File: config.mk
export PLATFORM = sky130hd
export DESIGN_NAME = hsf_sof_frame_gen
export DESIGN_NICKNAME = d
export VERILOG_FILES = /design/src/hw/hsf_pkg.sv /design/src/hw/hsf_sof_frame_gen.sv
export SDC_FILE = /design/constraint.sdc
export NUM_CORES = 1
export LEC_CHECK = 0
export ABC_AREA = 1
export ABC_CLOCK_PERIOD_IN_PS = 3590
export BUFFER_PORTS_ARGS = -buffer_cell sky130_fd_sc_hd__buf_2
export CAP_MARGIN = 15
export CORE_ASPECT_RATIO = 1.25
export CORE_MARGIN = 1
export CORE_UTILIZATION = 50
export DETAILED_ROUTE_END_ITERATION = 6
export PLACE_DENSITY_LB_ADDON = 0.12
export SYNTH_ARGS = -nofsm -noshare
export SYNTH_HDL_FRONTEND = slang
export SYNTH_SLANG_ARGS = --single-unit
File: constraint.sdc
create_clock -name ref_clk -period 3.59 [get_ports ref_clk]
set_input_delay 0.359 -clock ref_clk [delete_from_list [all_inputs] [get_ports ref_clk]]
set_output_delay 0.359 -clock ref_clk [all_outputs]
set_load 0.02 [all_outputs]
File: src/hw/hsf_pkg.sv
// Package of constants and carrier types for the SOF frame generator
package hsf_pkg;
    // ========================================
    // Timing
    localparam int unsigned CLK_PERIOD_PS = 25_000;
    localparam int unsigned FS_PERIOD_US = 1_000;
    localparam int unsigned HS_PERIOD_US = 125;
    // Both periods round down to whole cycles
    localparam int unsigned FS_PERIOD_CYC = FS_PERIOD_US * 1_000_000
        / CLK_PERIOD_PS;
    localparam int unsigned HS_PERIOD_CYC = HS_PERIOD_US * 1_000_000
        / CLK_PERIOD_PS;
    localparam int unsigned EOF_CYC_DEF = 64;
    localparam int unsigned RESUME_CYC_DEF = 800;
    localparam int CNT_W = 16;
    // ========================================
    // Frame number and token fields
    localparam int FRAME_W = 14;
    localparam int FIELD_W = 11;
    localparam int FS_FIELD_LSB = 0;
    localparam int HS_FIELD_LSB = 3;
    localparam int CRC_W = 5;
    localparam logic [4:0] CRC_INIT = 5'h1f;
    localparam logic [4:0] CRC_POLY = 5'h05;
    localparam logic [3:0] PID_SOF = 4'h5;
    localparam int PID_W = 4;
    localparam int BYTE_W = 8;
    localparam int TAG_W = 3;
    localparam int SOF_BITS = 2 * PID_W + FIELD_W + CRC_W;
    localparam int TXN_BITS = 2 * PID_W + BYTE_W;
    localparam int SH_W = SOF_BITS;
    localparam int BITS_W = 5;
    localparam logic [FRAME_W-1:0] FRAME_RST = 14'h0000;
    localparam logic [CNT_W-1:0] CNT_RST = 16'h0000;
    // ========================================
    // Carriers
    typedef struct packed {
        logic [PID_W-1:0] pid;
        logic [BYTE_W-1:0] data;
        logic [TAG_W-1:0] tag;
    } hsf_txn_type;
    typedef struct packed {
        logic [PID_W-1:0] pid;
        logic [BYTE_W-1:0] data;
    } hsf_rx_type;
    typedef enum logic [6:0] {
        ST_OFF = 7'h01,
        ST_SOF = 7'h02,
        ST_RUN = 7'h04,
        ST_TXN = 7'h08,
        ST_EOF = 7'h10,
        ST_SUSP = 7'h20,
        ST_RESUME = 7'h40
    } hsf_state_type;
endpackage

File: src/hw/hsf_sof_frame_gen.sv
// SOF frame generator with token serializer and packet deserializer
//
// Overview of operation
// - High-speed: an SOF token goes out every 125 us.
// - Full-speed: an SOF token goes out every 1 ms.
// - The SOF token is the first transmission in each period.
// - After the SOF, other transactions may fill the rest of the period.
// - While operating, SOFs keep coming whether the bus is busy or idle.
// - Without bus power, no SOF is generated.
// - With SOFs stopped, the block may flag a low-power state.
// - SOF beats every other bus access; nothing delays it.
// - Frame number increments at each period end and stays valid after.
// - Full-speed frame counter of at least 11 bits, once per ms.
// - Full-speed SOF carries the low 11 frame counter bits.
// - High-speed microframe counter of at least 14 bits, per 125 us.
// - High-speed SOF carries counter bits 3 to 13.
// - Software reads the frame number current when the read completes.
// - No transmission starts or continues inside the EOF interval.
// - At EOF start, pending work scheduled for the ending period retires.
// - A transaction still running when EOF arrives is aborted.
// - Downstream resume raises a resume notice to the host.
// - The block may start a resume by driving resume itself.
// - Bus can be suspended; wakeup events from the bus are answered.
// - Outgoing packets get PIDs; incoming PIDs are stripped and checked.
// - Host data is serialized out and received bits deserialized.
// - Suspend command stops all traffic, SOFs included.
`timescale 1ns/1ps
module hsf_sof_frame_gen #(
    parameter int unsigned FS_PERIOD_CYC = hsf_pkg::FS_PERIOD_CYC,
    parameter int unsigned HS_PERIOD_CYC = hsf_pkg::HS_PERIOD_CYC,
    parameter int unsigned EOF_CYC = hsf_pkg::EOF_CYC_DEF,
    parameter int unsigned RESUME_CYC = hsf_pkg::RESUME_CYC_DEF
) (
    input wire logic ref_clk,
    input wire logic rst_b,
    input wire logic run_en,
    input wire logic hs_mode,
    input wire logic port_power,
    input wire logic suspend_req,
    input wire logic wake_en,
    input wire logic host_resume_req,
    input wire logic bus_resume,
    input wire logic txn_valid,
    input wire hsf_pkg::hsf_txn_type txn_req,
    output logic txn_ready,
    output logic txn_done,
    output logic txn_retired,
    output logic txn_aborted,
    output logic tx_bit,
    output logic tx_en,
    output logic sof_pulse,
    input wire logic rx_valid,
    input wire logic rx_bit,
    input wire logic rx_eop,
    output hsf_pkg::hsf_rx_type rx_word,
    output logic rx_word_valid,
    output logic rx_pid_err,
    input wire logic fn_rd_req,
    output logic fn_rd_ack,
    output logic [hsf_pkg::FRAME_W-1:0] fn_rd_data,
    output logic resume_notice,
    output logic resume_drive,
    output logic suspended,
    output logic low_power
);
    import hsf_pkg::*;

    // ========================================
    // Elaboration checks
    // The EOF window plus a full SOF and one transaction must fit inside the short period
    if (EOF_CYC + SOF_BITS + TXN_BITS >= HS_PERIOD_CYC
        || FS_PERIOD_CYC >= (1 << CNT_W)
        || RESUME_CYC >= (1 << CNT_W) || RESUME_CYC == 0) begin : g_bad
        $error("hsf_sof_frame_gen: unsupported timing parameters");
    end

    localparam logic [CNT_W-1:0] FS_LAST = CNT_W'(FS_PERIOD_CYC - 1);
    localparam logic [CNT_W-1:0] HS_LAST = CNT_W'(HS_PERIOD_CYC - 1);
    localparam logic [CNT_W-1:0] FS_EOF = CNT_W'(FS_PERIOD_CYC - EOF_CYC);
    localparam logic [CNT_W-1:0] HS_EOF = CNT_W'(HS_PERIOD_CYC - EOF_CYC);
    localparam logic [CNT_W-1:0] RES_LAST = CNT_W'(RESUME_CYC - 1);
    localparam logic [CNT_W-1:0] TXN_LEN = CNT_W'(TXN_BITS);
    localparam logic [BITS_W-1:0] SOF_N = BITS_W'(SOF_BITS);
    localparam logic [BITS_W-1:0] TXN_N = BITS_W'(TXN_BITS);
    localparam logic [BITS_W-1:0] BIT_ONE = 5'h01;
    localparam logic [BITS_W-1:0] RX_LAST = BITS_W'(TXN_BITS - 1);

    // ========================================
    // Field helpers
    function automatic logic [CRC_W-1:0] crc5(input logic [FIELD_W-1:0] d);
        logic [CRC_W-1:0] c;
        logic fb;
        c = CRC_INIT;
        for (int i = 0; i < FIELD_W; i++) begin
            fb = d[i] ^ c[CRC_W-1];
            c = {c[CRC_W-2:0], 1'b0};
            if (fb) begin
                c = c ^ CRC_POLY;
            end
        end
        c = ~c;
        // Residue goes out high bit first on an LSB-first wire
        for (int i = 0; i < CRC_W; i++) begin
            crc5[i] = c[CRC_W-1-i];
        end
    endfunction

    function automatic logic [2*PID_W-1:0] pid_byte(input logic [3:0] p);
        pid_byte = {~p, p};
    endfunction

    // ========================================
    // State
    hsf_state_type state_ff, nxt_state;
    logic [CNT_W-1:0] cnt_ff, nxt_cnt;
    logic [CNT_W-1:0] res_cnt_ff, nxt_res_cnt;
    logic [FRAME_W-1:0] frame_ff, nxt_frame;
    logic [SH_W-1:0] sh_ff, nxt_sh;
    logic [BITS_W-1:0] bits_ff, nxt_bits;
    logic pend_ff, nxt_pend;
    hsf_txn_type pend_req_ff, nxt_pend_req;
    logic sof_ff, nxt_sof;
    logic done_ff, nxt_done;
    logic retire_ff, nxt_retire;
    logic abort_ff, nxt_abort;
    logic notice_ff, nxt_notice;
    logic [TXN_BITS-1:0] rx_sh_ff, nxt_rx_sh;
    logic [BITS_W-1:0] rx_cnt_ff, nxt_rx_cnt;
    hsf_rx_type rx_word_ff, nxt_rx_word;
    logic rx_vld_ff, nxt_rx_vld;
    logic rx_err_ff, nxt_rx_err;

    logic [CNT_W-1:0] last_cnt;
    logic [CNT_W-1:0] eof_cnt;
    logic eof_on;
    logic room;
    logic [FRAME_W-1:0] frame_inc;
    logic [FIELD_W-1:0] sof_field;
    logic [TXN_BITS-1:0] rx_tmp;

    always_comb begin
        last_cnt = hs_mode ? HS_LAST : FS_LAST;
        eof_cnt = hs_mode ? HS_EOF : FS_EOF;
        eof_on = (cnt_ff >= eof_cnt);
        // A transaction may only start if it ends before EOF
        room = ((cnt_ff + TXN_LEN) < eof_cnt);
        frame_inc = frame_ff + 14'h0001;
        sof_field = hs_mode ?
            frame_inc[HS_FIELD_LSB +: FIELD_W] :
            frame_inc[FS_FIELD_LSB +: FIELD_W];
        nxt_state = state_ff;
        nxt_cnt = cnt_ff + 16'h0001;
        nxt_res_cnt = res_cnt_ff;
        nxt_frame = frame_ff;
        nxt_sh = sh_ff;
        nxt_bits = bits_ff;
        nxt_pend = pend_ff;
        nxt_pend_req = pend_req_ff;
        nxt_sof = 1'b0;
        nxt_done = 1'b0;
        nxt_retire = 1'b0;
        nxt_abort = 1'b0;
        nxt_notice = 1'b0;
        if (txn_valid && !pend_ff) begin
            nxt_pend = 1'b1;
            nxt_pend_req = txn_req;
        end
        unique case (state_ff)
            ST_OFF: begin
                nxt_cnt = CNT_RST;
                if (run_en && port_power && !suspend_req) begin
                    nxt_state = ST_EOF;
                    nxt_cnt = last_cnt;
                end
            end
            ST_SOF, ST_TXN: begin
                nxt_sh = {1'b0, sh_ff[SH_W-1:1]};
                nxt_bits = bits_ff - BIT_ONE;
                if (state_ff == ST_TXN && eof_on) begin
                    nxt_state = ST_EOF;
                    nxt_abort = 1'b1;
                    nxt_pend = 1'b0;
                end else if (bits_ff == BIT_ONE) begin
                    nxt_state = ST_RUN;
                    if (state_ff == ST_TXN) begin
                        nxt_done = 1'b1;
                        nxt_pend = 1'b0;
                    end
                end
            end
            ST_RUN: begin
                if (!run_en || !port_power) begin
                    nxt_state = ST_OFF;
                    nxt_pend = 1'b0;
                end else if (suspend_req) begin
                    nxt_state = ST_SUSP;
                    nxt_pend = 1'b0;
                end else if (eof_on) begin
                    nxt_state = ST_EOF;
                    if (pend_ff
                        && pend_req_ff.tag == frame_ff[TAG_W-1:0]) begin
                        nxt_pend = 1'b0;
                        nxt_retire = 1'b1;
                    end
                end else if (pend_ff && room) begin
                    nxt_state = ST_TXN;
                    nxt_sh = SH_W'({pend_req_ff.data,
                        pid_byte(pend_req_ff.pid)});
                    nxt_bits = TXN_N;
                end
            end
            ST_EOF: begin
                // Bus stays quiet until the period boundary
                if (cnt_ff == last_cnt) begin
                    if (!run_en || !port_power) begin
                        nxt_state = ST_OFF;
                    end else if (suspend_req) begin
                        nxt_state = ST_SUSP;
                    end else begin
                        // SOF leaves before any pending transaction
                        nxt_state = ST_SOF;
                        nxt_cnt = CNT_RST;
                        nxt_frame = frame_inc;
                        nxt_sof = 1'b1;
                        nxt_sh = {crc5(sof_field), sof_field,
                            pid_byte(PID_SOF)};
                        nxt_bits = SOF_N;
                    end
                end
            end
            ST_SUSP: begin
                nxt_cnt = CNT_RST;
                nxt_res_cnt = CNT_RST;
                if (!port_power) begin
                    nxt_state = ST_OFF;
                end else if (bus_resume && wake_en) begin
                    nxt_state = ST_RESUME;
                    nxt_notice = 1'b1;
                end else if (host_resume_req) begin
                    nxt_state = ST_RESUME;
                end
            end
            ST_RESUME: begin
                nxt_res_cnt = res_cnt_ff + 16'h0001;
                nxt_cnt = CNT_RST;
                if (res_cnt_ff == RES_LAST) begin
                    nxt_state = ST_EOF;
                    nxt_cnt = last_cnt;
                end
            end
            default: begin
                nxt_state = ST_OFF;
            end
        endcase
        // Deserializer, PID stripped and checked
        rx_tmp = {rx_bit, rx_sh_ff[TXN_BITS-1:1]};
        nxt_rx_sh = rx_sh_ff;
        nxt_rx_cnt = rx_cnt_ff;
        nxt_rx_word = rx_word_ff;
        nxt_rx_vld = 1'b0;
        nxt_rx_err = 1'b0;
        if (rx_eop) begin
            nxt_rx_cnt = '0;
        end else if (rx_valid) begin
            nxt_rx_sh = rx_tmp;
            nxt_rx_cnt = rx_cnt_ff + BIT_ONE;
            if (rx_cnt_ff == RX_LAST) begin
                nxt_rx_cnt = '0;
                if (rx_tmp[2*PID_W-1:PID_W] == ~rx_tmp[PID_W-1:0]) begin
                    nxt_rx_word.pid = rx_tmp[PID_W-1:0];
                    nxt_rx_word.data = rx_tmp[TXN_BITS-1:2*PID_W];
                    nxt_rx_vld = 1'b1;
                end else begin
                    nxt_rx_err = 1'b1;
                end
            end
        end
    end

    always_ff @(posedge ref_clk) begin
        if (!rst_b) begin
            state_ff <= ST_OFF;
            cnt_ff <= CNT_RST;
            res_cnt_ff <= CNT_RST;
            frame_ff <= FRAME_RST;
            sh_ff <= '0;
            bits_ff <= '0;
            pend_ff <= 1'b0;
            pend_req_ff <= '0;
            sof_ff <= 1'b0;
            done_ff <= 1'b0;
            retire_ff <= 1'b0;
            abort_ff <= 1'b0;
            notice_ff <= 1'b0;
            rx_sh_ff <= '0;
            rx_cnt_ff <= '0;
            rx_word_ff <= '0;
            rx_vld_ff <= 1'b0;
            rx_err_ff <= 1'b0;
        end else begin
            state_ff <= nxt_state;
            cnt_ff <= nxt_cnt;
            res_cnt_ff <= nxt_res_cnt;
            frame_ff <= nxt_frame;
            sh_ff <= nxt_sh;
            bits_ff <= nxt_bits;
            pend_ff <= nxt_pend;
            pend_req_ff <= nxt_pend_req;
            sof_ff <= nxt_sof;
            done_ff <= nxt_done;
            retire_ff <= nxt_retire;
            abort_ff <= nxt_abort;
            notice_ff <= nxt_notice;
            rx_sh_ff <= nxt_rx_sh;
            rx_cnt_ff <= nxt_rx_cnt;
            rx_word_ff <= nxt_rx_word;
            rx_vld_ff <= nxt_rx_vld;
            rx_err_ff <= nxt_rx_err;
        end
    end

    // ========================================
    // Outputs
    assign txn_ready = !pend_ff;
    assign txn_done = done_ff;
    assign txn_retired = retire_ff;
    assign txn_aborted = abort_ff;
    assign tx_bit = sh_ff[0];
    // Transmit only from SOF and TXN states, never in EOF
    assign tx_en = (state_ff == ST_SOF) || (state_ff == ST_TXN);
    assign sof_pulse = sof_ff;
    assign rx_word = rx_word_ff;
    assign rx_word_valid = rx_vld_ff;
    assign rx_pid_err = rx_err_ff;
    assign fn_rd_ack = fn_rd_req;
    assign fn_rd_data = frame_ff;
    assign resume_notice = notice_ff;
    assign resume_drive = (state_ff == ST_RESUME);
    assign suspended = (state_ff == ST_SUSP);
    assign low_power = (state_ff == ST_SUSP) || (state_ff == ST_OFF);

endmodule // hsf_sof_frame_gen

[Yosys cells after proc, flatten, opt, wreduce, memory -nomap -nowiden]
Index checks and enable logic that the tools add are counted.
W data, S select, Z words.
Storage, ports and cells
  register bits after elaboration: 138
  bits of input ports: 29
  output and inout port bits: 40
Cells by class
  bitwise operators: 35
  eq/ne operators: 25
  add/sub/neg operators: 6
  order comparisons: 2
  reductions and logical operators: 29
  muxes and demuxes: 113
Operators by type and width (number)
  $mux W5: 52
  $mux W24: 7
  $mux W16: 7
  $mux W7: 12
  $pmux W24 S3: 1
  $pmux W16 S4: 1
  $pmux W7 S6: 1
  $mux W3: 11
  $add A16 B1 Y16 const B: 2
  $pmux W16 S2: 1
  $not A2 Y2: 10
  $add A16 B5 Y16 const B: 1
  $eq A16 B10 Y1 const B: 1
  $eq A16 B16 Y1: 1
  $ge A16 B16 Y1: 1
  $lt A16 B16 Y1: 1
  $ne A2 B2 Y1 const B: 8
  $mux W1: 15
  $pmux W5 S3: 1
  $add A14 B1 Y14 const B: 1
  $mux W6: 2
  $not A1 Y1: 12
  $reduce_or A4 Y1: 3
  $mux W11: 1
  33 further kinds: 57

[Longest topological paths before layout]
  depth in word-level cells: 72
  gate-level depth with buffers: 24

[Worst setup path after synthesis]
Ideal clock, no wire load.
  path type: register to register
  start point: register cnt_ff[4]
  end point: register sh_ff[0]
  stages on the path, launching flop included: 24
  path slack: 1.002 ns
  arrival time: 2.461 ns
  path through: dfxtp_1 -> nand2_2 -> inv_2 -> nand2_4 -> inv_2 -> nand2_1 -> nor3_1 -> xor2_1 -> ha_1 -> nand2_1 -> nor2_1 -> nor3b_1 -> nand2_1 -> nand2_1 -> nand2_1 -> nand2_1 -> nand2_1 -> nand2_2 -> nand2_4 -> inv_4 -> buf_6 -> nand2_1 -> o21ai_1 -> nor2_1
Between the ends
  cells in the longest elaborated chain, start to end: 5
  elaborated cells between the ends (all ways): 9
  classes of those cells: 1 x add/sub; 2 x order compare; 4 x eq/ne; 2 x reduce/logical
RTL lines
  start: declaration: RTL line hsf_sof_frame_gen.sv:115  | logic [CNT_W-1:0] cnt_ff, nxt_cnt;
  start signal: assignment: RTL line hsf_sof_frame_gen.sv:302  | cnt_ff <= nxt_cnt;
  $add A16 B5 Y16: RTL line hsf_sof_frame_gen.sv:146  | room = ((cnt_ff + TXN_LEN) < eof_cnt);
  $lt A16 B16 Y1: RTL line hsf_sof_frame_gen.sv:146
  $logic_and A1 B1 Y1: RTL line hsf_sof_frame_gen.sv:205  | end else if (pend_ff && room) begin
  $ne A2 B2 Y1 (no source line)
  $reduce_and A8 Y1 (no source line) *
  end signal: assignment: RTL line hsf_sof_frame_gen.sv:305  | sh_ff <= nxt_sh;
  end: declaration: RTL line hsf_sof_frame_gen.sv:118  | logic [SH_W-1:0] sh_ff, nxt_sh;
Every way passes the cells marked *; elsewhere a longest branch is shown, timed or not.
A chain may end at the register's enable or synchronous reset.

[Worst setup path after layout]
  start point: register cnt_ff[4]
  end point: register bits_ff[1]
Between the ends
  cells in the longest elaborated chain, start to end: 5
  elaborated cells between the ends (all ways): 9
  classes of those cells: 1 x add/sub; 2 x order compare; 4 x eq/ne; 2 x reduce/logical
RTL lines
  $add A16 B5 Y16: RTL line hsf_sof_frame_gen.sv:146
  $lt A16 B16 Y1: RTL line hsf_sof_frame_gen.sv:146
  $logic_and A1 B1 Y1: RTL line hsf_sof_frame_gen.sv:205
  $ne A2 B2 Y1 (no source line)
  $reduce_and A8 Y1 (no source line) *
  end signal: assignment: RTL line hsf_sof_frame_gen.sv:306  | bits_ff <= nxt_bits;
  end: declaration: RTL line hsf_sof_frame_gen.sv:119  | logic [BITS_W-1:0] bits_ff, nxt_bits;
Marks and branches as above.

==> impl_metrics.toml <==
[outcome]
status = "completed"

[sta]
setup_viol = 0
finalHoldViolations = 0
clock_skew_ns = 0.00754
finalSetupTns_ns = 0
worst_hold_slack_ns = 0.169
final.min_clock_period_ns = 3.17
slew_viol_final = 0
rsz0062_at_grt = "false"
slew_headroom = 0.351
tightest_slew_ns = 0.972
fmax_ghz = 0.316
finalCritPeriodShare = 0.882

[routing]
ant_nets = 0
drt_iter0_drc = 613
vias_per_cell = 5.42
wl_um = 18500
avgRoutedWirePerCell_um = 14.0
dr_total_vias = 7187
first_pass_iters = 5
drc = 0

[worst_setup_path]
critPathSlowestCell = "dfxtp_1"
required_ns = 3.87
crit_fanout = 34
cpMostUsedCell = "nand2_1"
arrival_ns = 3.45
start_kind = "flip-flop"
worstPathCellList = "nand2_2 -> inv_2 -> nand2_4 -> inv_2 -> nand2_1 -> nor3_1 -> xor2_1 -> ha_1 -> nand2_1 -> nor2_1 -> nor3b_1 -> nand2_1 -> nand2_1 -> nand2_1 -> nand2_1 -> nand2_1 -> nand2_2 -> nand2_4 -> inv_6 -> o21ai_0 -> o21ai_1 -> nor2_1"
setup.worst_path.end_class = "flip-flop"
crit_path_max_incr_delay_ns = 0.42
crit_type = "flip-flop to flip-flop"

[clocking]
htreeDepth = 4
cts.hold.buffers_added = 0
cts_resized = 0
clock_sinks = 137
clkTransAtPathRegs_ns = 0.06
cts-buffers-inserted = 17
insertion_delay_ns = 0.43
root_buffer = "clkbuf_16"
cts_setup_buffers = 0
cts_tree = "yes"
cts_buffer_depth = 2

[logic_synthesis]
yosys_warnings = 0
synth-simple-area-share = 0.307
postSynthAreaPerCell_um2 = 6.75
async_flop_share = 0
yosys.area_share.xor_xnor = 0.0156
synth_area_leaders = "dfxtp_1 (38%), nand2_1 (11%), nor2_1 (7.9%)"
yosysTopAreaCellShare = 0.376
synth.area.mux_share = 0
yosysSeqAreaShare = 0.376
synth_cell_types = 48
ys.flop_type = "dfxtp_1"
yosysTopAreaCell = "dfxtp_1"
syn_nets = 1129
syn_area_um2 = 7290
synth_top_family_by_area = "simple AND/OR/NAND/NOR gates"
synth_seq_cells = 137
synth_edf_count = 0
synth_compound_area_frac = 0.187
syn-instance-count = 1080
yosys.area_share.adder = 0.0343

[placed_design]
hpwl_um = 13000
portBuffers = 66
place.gp.congestion = 0.883

[global_routing]
antenna_found_initial = 0
grt_pass1_wl_um = 31100
grt_overflow = 0
grt_pass1_vias = 6686
track_usage = 0.265
grt_max_degree = 85

[hold_path]
min_path_type = "input pin to flip-flop"

[floorplanning]
initial_utilization = 0.521
dieWidth_um = 110
rows = 48
ioPinCount = 69
coreArea_um2 = 14000
die-area_um2 = 15100
chipHeight_um = 137

[finish]
fin_nets = 1188
synthToLayoutAreaGrowth_pct = 14.9
drive_above_1_share = 0.127
diodes = 0
fill_cells = 1382

[pwr]
power.leakage_nw = 3.63
power.density_nw_per_um2 = 541
p_total_mw = 4.53
ir_worst_vdd_uv = 354

[flow_run]
maxCapViolCount = 0
==> synthesized netlist by cell type (all sizes together), types with 7 or more instances <==
cell	n
nand3	81
ha	20
nor3	22
nor2	159
a221oi	7
clkbuf	24
a21oi	90
dfxtp	137
o21ai	116
buf	15
xor2	10
nand4	15
nand2	230
inv	104
==> cell families after synthesis <==
family,Yosys count
simple gates,519
buf+inv,144
compound gates,247
fa+ha+maj,20
flops,137
xor+xnor,13
==> metrics by stage <==
step | setup WS [ns] | area [um2] | std cells | utilization
floorplan | 1.00 | 7290 | 1080 | -
global placement | 0.470 | 7750 | 1295 | 0.554
detailed placement | 0.404 | 7750 | 1295 | 0.554
CTS | 0.354 | 8370 | 1327 | 0.598
global route | 0.0107 | 8370 | 1327 | 0.598
finish | 0.424 | 8370 | 1327 | 0.598
==> state kept, by name, indices dropped and copies added, names as in the netlist, 5 cells and up <==
signal       cells
pend_req_ff     15
sh_ff           24
cnt_ff          16
rx_word         12
state_ff         7
fn_rd_data      14
bits_ff          5
res_cnt_ff      16
rx_sh_ff        15
rx_cnt_ff        5
==> area by class of cell <==
class | instances | area, um2 | area share
multi-input cells | 799 | 3970 | 0.474
flip-flops and latches | 137 | 2740 | 0.328
repair buffers | 79 | 428 | 0.0511
clock buffers | 17 | 425 | 0.0508
inverters | 105 | 399 | 0.0477
well taps | 175 | 219 | 0.0262
clock inverters | 15 | 188 | 0.0224
==> final timing paths <==
kind,start,to,slack [ns],cells after the start
max reg2reg,cnt_ff[4]$_SDFF_PN0_,bits_ff[1]$_SDFFE_PN0P_,0.42,22
min reg2reg,rx_cnt_ff[4]$_SDFFE_PP0P_,rx_cnt_ff[4]$_SDFFE_PP0P_,0.44,2
min,rx_bit,rx_word[7]$_SDFFE_PN0P_,0.17,3
max,cnt_ff[4]$_SDFF_PN0_,bits_ff[1]$_SDFFE_PN0P_,0.42,22
==> critical path, delay by kind of cell (launching register included) <==
| kind | cells | cell delay [ns] |
|---|---|---|
| adders and majority gates | 1 | 0.25 |
| AOI/OAI and AO/OA | 2 | 0.21 |
| buffers and inverters | 3 | 0.44 |
| DFF | 1 | 0.42 |
| xor gates and xnor gates | 1 | 0.18 |
| and+or+nand+nor | 15 | 1.49 |
==> layer usage <==
metal  GRT usage  wire, um
met5           0         0
met4       0.133       628
met3      0.0552       744
met2       0.446      8900
met1       0.316      8250
==> placed cells by master, fill, tap and decap left out, types with 5 or more instances in the layout <==
master / n
nand4_1: 14
buf_4: 13
a22oi_1: 5
nor3_1: 21
nor4_1: 6
a21oi_1: 87
a211oi_1: 6
inv_6: 6
nand3_1: 78
inv_2: 7
dfxtp_1: 137
clkbuf_16: 17
buf_2: 66
a221oi_1: 7
inv_1: 96
ha_1: 20
o21ai_1: 12
o22ai_1: 6
nor2_1: 154
o21ai_0: 103
nand2_1: 221
nand2_2: 7
xor2_1: 10
==> power by group <==
part | switching [mW] | internal [mW]
combinational | 0.590 | 0.326
sequential | 0.104 | 1.68
clock | 0.723 | 1.11
total | 1.42 | 3.11
No activity file was read; power rests on OpenSTA's default activity.
